### src/hw/dsp_pkg.sv
// Constants and types shared by the drive security password command block.
`default_nettype none

package dsp_pkg;

	// APB data and address width.
	localparam int DATA_W = 32;

	// Register byte offsets.
	localparam logic [31:0] OFF_CMD = 32'h0000_0000;
	localparam logic [31:0] OFF_ERR = 32'h0000_0004;
	localparam logic [31:0] OFF_STATUS = 32'h0000_0008;
	localparam logic [31:0] OFF_DATA = 32'h0000_000C;
	localparam logic [31:0] OFF_EVENT = 32'h0000_0010;
	localparam logic [31:0] OFF_SEC = 32'h0000_0014;
	localparam logic [31:0] OFF_IDENT92 = 32'h0000_0018;

	// Command codes.
	localparam logic [7:0] CMD_SET_PW = 8'hF1;
	localparam logic [7:0] CMD_UNLOCK = 8'hF2;

	// Error register field.
	localparam int ERR_ABORT_BIT = 2;

	// Status register fields.
	localparam int STS_BUSY_BIT = 7;
	localparam int STS_READY_BIT = 6;
	localparam int STS_SEEK_BIT = 4;
	localparam int STS_DRQ_BIT = 3;
	localparam int STS_ERR_BIT = 0;

	// Event register fields (write one to trigger).
	localparam int EVT_POWER_ON_BIT = 0;
	localparam int EVT_HARD_RESET_BIT = 1;

	// Security state register fields.
	localparam int SEC_LOCK_EN_BIT = 0;
	localparam int SEC_LOCKED_BIT = 1;
	localparam int SEC_LEVEL_MAX_BIT = 2;
	localparam int SEC_EXPIRED_BIT = 3;
	localparam int SEC_COUNT_LSB = 4;

	// Parameter block layout.
	localparam int CTRL_ROLE_BIT = 0;
	localparam int CTRL_LEVEL_BIT = 8;
	localparam int PW_WORDS = 16;
	localparam logic [7:0] PW_FIRST_WORD = 8'h01;
	localparam logic [7:0] PW_LAST_WORD = 8'h10;
	localparam logic [7:0] REV_WORD = 8'h11;
	localparam logic [7:0] LAST_WORD = 8'hFF;
	localparam logic [15:0] REV_NONE_LO = 16'h0000;
	localparam logic [15:0] REV_NONE_HI = 16'hFFFF;

	// Values after reset.
	localparam logic [2:0] ATTEMPT_INIT = 3'h5;
	localparam logic [15:0] REV_RESET = 16'h0000;

	// Command sequencer states, one-hot.
	typedef enum logic [2:0] {
		DSP_IDLE = 3'b001,
		DSP_XFER = 3'b010,
		DSP_EXEC = 3'b100
	} dsp_state_t;

endpackage : dsp_pkg

`default_nettype wire

### src/hw/dsp_top.sv
// Security set-password and unlock command interpreter behind an APB register port.
//
// Implementation choices: the APB interface to the registers and the register offsets.
`default_nettype none

module dsp_top (
	// Clock and reset.
	input wire logic clk,
	input wire logic srst,
	// APB slave.
	input wire logic psel,
	input wire logic penable,
	input wire logic pwrite,
	input wire logic [dsp_pkg::DATA_W-1:0] paddr,
	input wire logic [dsp_pkg::DATA_W-1:0] pwdata,
	output logic [dsp_pkg::DATA_W-1:0] prdata,
	output logic pready,
	output logic pslverr,
	// Security state.
	output logic dev_locked
);
	import dsp_pkg::*;

	// Address match against one register word.
	function automatic logic hit(input logic [31:0] a, input logic [31:0] off);
		hit = (a == off);
	endfunction : hit

	// Any mapped register.
	function automatic logic mapped(input logic [31:0] a);
		mapped = hit(a, OFF_CMD) || hit(a, OFF_ERR) || hit(a, OFF_STATUS) || hit(a, OFF_DATA) ||
			hit(a, OFF_EVENT) || hit(a, OFF_SEC) || hit(a, OFF_IDENT92);
	endfunction : mapped

	// Commands this block runs; an expired counter refuses both before any data moves.
	function automatic logic cmd_ok(input logic [7:0] code, input logic [2:0] left);
		cmd_ok = (code == CMD_SET_PW || code == CMD_UNLOCK) && left != 3'h0;
	endfunction : cmd_ok

	logic pready_r;
	logic pslverr_r;
	logic [31:0] prdata_r;
	dsp_state_t state_r;
	logic [7:0] cmd_r;
	logic [7:0] wcnt_r;
	logic role_master_r;
	logic level_max_in_r;
	logic mismatch_r;
	logic [15:0] rev_in_r;
	logic [15:0] user_pw_r [PW_WORDS];
	logic [15:0] master_pw_r [PW_WORDS];
	logic lock_en_r;
	logic locked_r;
	logic level_max_r;
	logic [2:0] attempts_r;
	logic [15:0] rev_r;
	logic abort_r;
	logic acc;
	logic wr;
	logic cmd_wr;
	logic data_wr;
	logic reset_evt;
	logic in_pw;
	logic [3:0] pw_idx;
	logic [15:0] ref_word;
	logic word_mismatch;
	logic exec_set;
	logic exec_unl;
	logic unl_reject;
	logic unl_fail;
	logic [7:0] status_byte;

	// A transfer completes at the edge where the access phase meets pready.
	assign acc = psel & penable & pready_r;
	assign wr = acc & pwrite;
	assign cmd_wr = wr & hit(paddr, OFF_CMD);
	assign data_wr = wr & hit(paddr, OFF_DATA) & (state_r == DSP_XFER);
	assign reset_evt = wr & hit(paddr, OFF_EVENT) & (pwdata[EVT_POWER_ON_BIT] | pwdata[EVT_HARD_RESET_BIT]);

	// Password word position within the sector and the stored word it is checked against.
	assign in_pw = (wcnt_r >= PW_FIRST_WORD) && (wcnt_r <= PW_LAST_WORD);
	assign pw_idx = 4'(wcnt_r - PW_FIRST_WORD);
	assign ref_word = role_master_r ? master_pw_r[pw_idx] : user_pw_r[pw_idx];
	assign word_mismatch = in_pw && (pwdata[15:0] != ref_word);

	// Completion step decisions.
	assign exec_set = (state_r == DSP_EXEC) && (cmd_r == CMD_SET_PW);
	assign exec_unl = (state_r == DSP_EXEC) && (cmd_r == CMD_UNLOCK);
	// Rejections that are not a compare failure, so the counter is left alone.
	assign unl_reject = (!role_master_r && !lock_en_r) || (role_master_r && level_max_r);
	assign unl_fail = exec_unl && !unl_reject && mismatch_r;

	// Status byte: ready and seek-complete always set, busy only while completing.
	always_comb begin
		status_byte = 8'h00;
		status_byte[STS_BUSY_BIT] = (state_r == DSP_EXEC);
		status_byte[STS_READY_BIT] = 1'b1;
		status_byte[STS_SEEK_BIT] = 1'b1;
		status_byte[STS_DRQ_BIT] = (state_r == DSP_XFER);
		status_byte[STS_ERR_BIT] = abort_r;
	end

	// APB answer: one wait cycle, then data and error are valid with pready.
	always_ff @(posedge clk) begin
		if (srst) begin
			pready_r <= 1'b0;
			pslverr_r <= 1'b0;
			prdata_r <= 32'h0000_0000;
		end else begin
			pready_r <= psel & penable & ~pready_r;
			pslverr_r <= psel & penable & ~pready_r & ~mapped(paddr);
			if (psel & penable & ~pready_r & ~pwrite) begin
				if (hit(paddr, OFF_ERR)) begin
					prdata_r <= {29'h0, abort_r, 2'h0};
				end else if (hit(paddr, OFF_STATUS)) begin
					prdata_r <= {24'h00_0000, status_byte};
				end else if (hit(paddr, OFF_SEC)) begin
					prdata_r <= {25'h0, attempts_r, (attempts_r == 3'h0), level_max_r, locked_r, lock_en_r};
				end else if (hit(paddr, OFF_IDENT92)) begin
					prdata_r <= {16'h0000, rev_r};
				end else begin
					prdata_r <= 32'h0000_0000;
				end
			end
		end
	end

	// Command sequencer. Commands written while one is running are ignored, as the
	// host is expected to wait for busy and data request to clear first.
	always_ff @(posedge clk) begin
		if (srst) begin
			state_r <= DSP_IDLE;
			cmd_r <= 8'h00;
			wcnt_r <= 8'h00;
		end else begin
			case (state_r)
				DSP_IDLE: begin
					if (cmd_wr) begin
						cmd_r <= pwdata[7:0];
						wcnt_r <= 8'h00;
						// Expired counter and unknown codes abort before any data moves.
						if (cmd_ok(pwdata[7:0], attempts_r)) begin
							state_r <= DSP_XFER;
						end
					end
				end
				DSP_XFER: begin
					if (data_wr) begin
						wcnt_r <= wcnt_r + 8'h01;
						if (wcnt_r == LAST_WORD) begin
							state_r <= DSP_EXEC;
						end
					end
				end
				DSP_EXEC: begin
					state_r <= DSP_IDLE;
				end
				default: begin
					state_r <= DSP_IDLE;
				end
			endcase
		end
	end

	// Parameter block capture: control word, running compare and revision word.
	always_ff @(posedge clk) begin
		if (srst) begin
			role_master_r <= 1'b0;
			level_max_in_r <= 1'b0;
			mismatch_r <= 1'b0;
			rev_in_r <= REV_RESET;
		end else if (data_wr) begin
			if (wcnt_r == 8'h00) begin
				// Reserved control bits are dropped here.
				role_master_r <= pwdata[CTRL_ROLE_BIT];
				level_max_in_r <= pwdata[CTRL_LEVEL_BIT];
				mismatch_r <= 1'b0;
			end else begin
				mismatch_r <= mismatch_r | word_mismatch;
			end
			if (wcnt_r == REV_WORD) begin
				rev_in_r <= pwdata[15:0];
			end
		end
	end

	// Password stores. A set writes words straight into the chosen store as they arrive;
	// set-password cannot fail after its data, so no staging copy is needed.
	always_ff @(posedge clk) begin
		if (srst) begin
			for (int i = 0; i < PW_WORDS; i++) begin
				user_pw_r[i] <= 16'h0000;
				master_pw_r[i] <= 16'h0000;
			end
		end else if (data_wr && in_pw && cmd_r == CMD_SET_PW) begin
			if (role_master_r) begin
				master_pw_r[pw_idx] <= pwdata[15:0];
			end else begin
				user_pw_r[pw_idx] <= pwdata[15:0];
			end
		end
	end

	// Security state: lock enable, lock, level and revision code.
	always_ff @(posedge clk) begin
		if (srst) begin
			lock_en_r <= 1'b0;
			locked_r <= 1'b0;
			level_max_r <= 1'b0;
			rev_r <= REV_RESET;
		end else if (reset_evt) begin
			// Locking follows the user password only; a master password alone never locks.
			locked_r <= lock_en_r;
		end else if (exec_set) begin
			if (role_master_r) begin
				if (rev_in_r != REV_NONE_LO && rev_in_r != REV_NONE_HI) begin
					rev_r <= rev_in_r;
				end
			end else begin
				lock_en_r <= 1'b1;
				level_max_r <= level_max_in_r;
			end
		end else if (exec_unl && !unl_reject && !mismatch_r) begin
			locked_r <= 1'b0;
		end
	end

	// Unlock attempt counter, reloaded by power-on and hard reset events.
	always_ff @(posedge clk) begin
		if (srst) begin
			attempts_r <= ATTEMPT_INIT;
		end else if (reset_evt) begin
			attempts_r <= ATTEMPT_INIT;
		end else if (unl_fail && attempts_r != 3'h0) begin
			attempts_r <= attempts_r - 3'h1;
		end
	end

	// Abort flag: cleared by an accepted command, set at refusal or at the completion of a failed unlock.
	always_ff @(posedge clk) begin
		if (srst) begin
			abort_r <= 1'b0;
		end else if (state_r == DSP_IDLE && cmd_wr) begin
			abort_r <= !cmd_ok(pwdata[7:0], attempts_r);
		end else if (exec_unl) begin
			abort_r <= unl_reject || mismatch_r;
		end
	end

	assign prdata = prdata_r;
	assign pready = pready_r;
	assign pslverr = pslverr_r;
	assign dev_locked = locked_r;
endmodule : dsp_top

`default_nettype wire

### config.mk
export PLATFORM = sky130hd
export DESIGN_NAME = dsp_top
export DESIGN_NICKNAME = d
export VERILOG_FILES = /design/src/hw/dsp_pkg.sv /design/src/hw/dsp_top.sv
export SDC_FILE = /design/constraint.sdc
export NUM_CORES = 1
export LEC_CHECK = 0
export BUFFER_PORTS_ARGS = -buffer_cell sky130_fd_sc_hd__buf_2
export CAP_MARGIN = 20
export CORE_MARGIN = 2
export CORE_UTILIZATION = 45
export DETAILED_ROUTE_END_ITERATION = 8
export PLACE_DENSITY = 0.71
export SETUP_SLACK_MARGIN = 0.02
export SYNTH_ARGS = -nofsm -noshare
export SYNTH_HDL_FRONTEND = slang
export SYNTH_SLANG_ARGS = --single-unit
### constraint.sdc
create_clock -name clk -period 4.3 [get_ports clk]
set_input_delay 0.43 -clock clk [delete_from_list [all_inputs] [get_ports clk]]
set_output_delay 0.43 -clock clk [all_outputs]
set_load 0.1 [all_outputs]
==> metrics <==
First-pass DRT Iterations=5; Setup Skew=21.2 ps; headroom to the max-slew limit=37.6%; share of cells above drive strength 1=16.9%; largest net degree at the start of global routing=78; Post-CTS Setup Bufs=0; vias in the first global route=17500; DR vias=17400; crit path kind=flip-flop to flip-flop; WL final=72000 um; Critical Path Source Type=flip-flop; # diodes=0; Placement Setup Slack=619 ps; PD cells=400 mW/mm^2; Yosys top cell by area=edfxtp_1; Leakage=11.4 nW; outcome=finished clean; Synth Instances=2126; largest cells by area after synthesis=edfxtp_1 56%, and2_1 12%, mux4_2 7.6%; GP Congestion=0.867; Setup violations, final=0; Synth async-reset ratio=0%; Avg WL per Cell=24.2 um; filler instances=5012; MaxCap Viol Count=0; first-pass GRT wire length=108000 um; clk sinks=591; All-Layer GR Usage=22.8%; Hold Vio Cnt, Final=0; synthesis-to-finish area growth=10.9%; initial antenna violation count=1; Synth Flop Type=edfxtp_1; Vias/cell=5.86; core box area=0.0604 sq mm; Cell Area, Synth=0.0275 sq mm; clock period minus worst slack=3720 ps; Post-synth EDFFs=512; R2R cell count=11; final worst-path setup slack=580 ps; measured slew at the worst slew-check pin=936 ps; setup TNS=0 ps; hold path cells=3; Placed Instances=2864; die width=251 um; Synth Area per Inst=12.9 sq um; IO buf count=71; Hold-fix buffers, CTS=0; CTS tree=built; Num CTS Buffers=60; fin. max-slew vios=0; Skew-Pair Late Insertion Delay=630 ps; DIE AREA=0.0631 sq mm; Critical Path RT=4800 ps; Die Y-Extent=251 um; Detailed Place HPWL=43700 um; DRC violations left=0; worst hold path type=input pin to flip-flop; CP arrival=4220 ps; Final Cycle Share=86.5%; PostCTS Resize Cnt=0; CTS Root Cell=clkbuf_16; DRT antenna net count=0; fin nets=2220; Yosys top cell area share=55.9%; maximum vdd ir drop=0.000311 V; CTS max path bufs=3; Finished Layout Cells=2973; Netlist cell types=68; Initial Utilization=45.6%; initial drt markers=2141; synthesized flop and latch total=591; unrepaired setup endpoints after global routing=no; fmax=269 MHz; Rows=90; post-synthesis sequential area ratio=61.7%; YS warnings=0; CP max FO=21; Setup crit end kind=flip-flop; I/O Pins=104; clock-pin slew on the worst setup and hold paths=70 ps; CTS H-tree depth=2; grt ovf=0
==> layer usage <==
metal	up-vias	share of wire (%)	global-route usage, %
met3	159	9.3	4.10
met1	8780	40	30.8
met5	-	0	0
met4	0	3.8	9.35
li1	7605	-	-
met2	884	47	36.6
==> cells in the mapped netlist, drive strengths merged (15+ instances only) <==
cell    number
xor2        20
a22oi       17
nor2       119
a21oi       20
mux4        94
edfxtp     512
nand2      182
and3        21
or2         32
mux2i       72
nand4       31
and2       518
a31oi       15
clkbuf     139
dfxtp       79
nor4        18
nand3       54
buf         62
==> sequential cells by signal, indices dropped and copies added (netlist names) <==
register / cells
pready: 1
abort_r: 1
pslverr: 1
state_r: 3
cmd_r: 8
role_master_r: 1
mismatch_r: 1
prdata: 16
master_pw_r: 256
rev_in_r: 16
level_max_r: 1
user_pw_r: 256
wcnt_r: 8
level_max_in_r: 1
rev_r: 16
lock_en_r: 1
dev_locked: 1
attempts_r: 3
==> report_power, final <==
| group | total, W | internal, W | switching (W) |
|---|---|---|---|
| clock | 0.00510 | 0.00290 | 0.00220 |
| combinational | 0.000559 | 0.000144 | 0.000415 |
| sequential | 0.00653 | 0.00646 | 0.0000675 |
==> path summary, 6_finish.rpt <==
path	startpoint	end	slack (ps)
setup / recovery	wcnt_r[0]	mismatch_r	580
hold / removal	penable	pready	130
setup reg to reg	wcnt_r[0]	mismatch_r	580
hold reg to reg	level_max_in_r	level_max_in_r	480
==> worst max-delay path: stages (launching register included) <==
cell and delay, ps:
dfxtp_4 520, inv_1 120, ha_2 330, inv_2 300
buf_12 280, mux4_2 570, a2111oi_0 590, nor4_1 120
xor2_1 180, nor4b_2 290, and4_1 230, a21oi_2 60
==> cells by family (layout without fill, tap and decap cells) <==
| logic type | count (synthesis) | count (layout) | share of synthesized area [%] |
|---|---|---|---|
| multiplexers | 167 | 167 | 10.4 |
| buffers and inverters | 209 | 259 | 3.49 |
| XOR/XNOR | 28 | 28 | 0.892 |
| adder cells (fa/ha/maj) | 7 | 7 | 0.319 |
| AND/OR/NAND/NOR | 1012 | 1012 | 20.3 |
| flip-flops | 591 | 591 | 61.7 |
| other | 1 | 16 | 0.0136 |
| AO/OA/AOI/OAI | 111 | 111 | 2.93 |
==> layout make-up <==
cell class / count / area, sq um / share of cell area, %
tap: 782 / 978 / 3.21
clock buffer: 74 / 1620 / 5.32
clock inverter: 35 / 279 / 0.915
multi-input combinational: 1341 / 9670 / 31.7
timing repair buffer: 142 / 966 / 3.17
sequential: 591 / 17000 / 55.6
inverter: 8 / 30.0 / 0.0984
==> per-stage QoR <==
step                      total power [W]  utilization, %  area (sq um)  hold slack, ps
final                              0.0122            50.5         30500             125
after global routing               0.0125            50.5         30500             154
after CTS                          0.0122            50.5         30500            92.9
after detailed placement          0.00720            47.4         28600             471
after global placement            0.00718            47.4         28600             453
after floorplan                   0.00699               -         27600             436
==> cells in the final DEF, fill, tap and decap left out, types with 6 or more instances in the layout <==
cell,instances
o21ai_0,12
nor2_1,118
mux4_2,93
nor4_1,17
buf_12,6
and2_1,516
xnor2_1,7
conb_1,16
nand3_1,54
nor3_1,7
ha_1,6
dfxtp_1,78
inv_1,7
a31oi_1,15
a311oi_1,6
a32oi_1,8
a21oi_1,19
a221oi_1,6
xor2_1,19
nand2_1,182
edfxtp_1,512
clkbuf_16,63
buf_2,70
or3_1,7
mux2i_1,72
nand4_1,30
a22oi_1,17
clkbuf_1,10
or2_2,32
and3_1,21
buf_4,66
clkinv_1,13
clkinv_2,11
No activity file was read; power rests on OpenSTA's default activity.
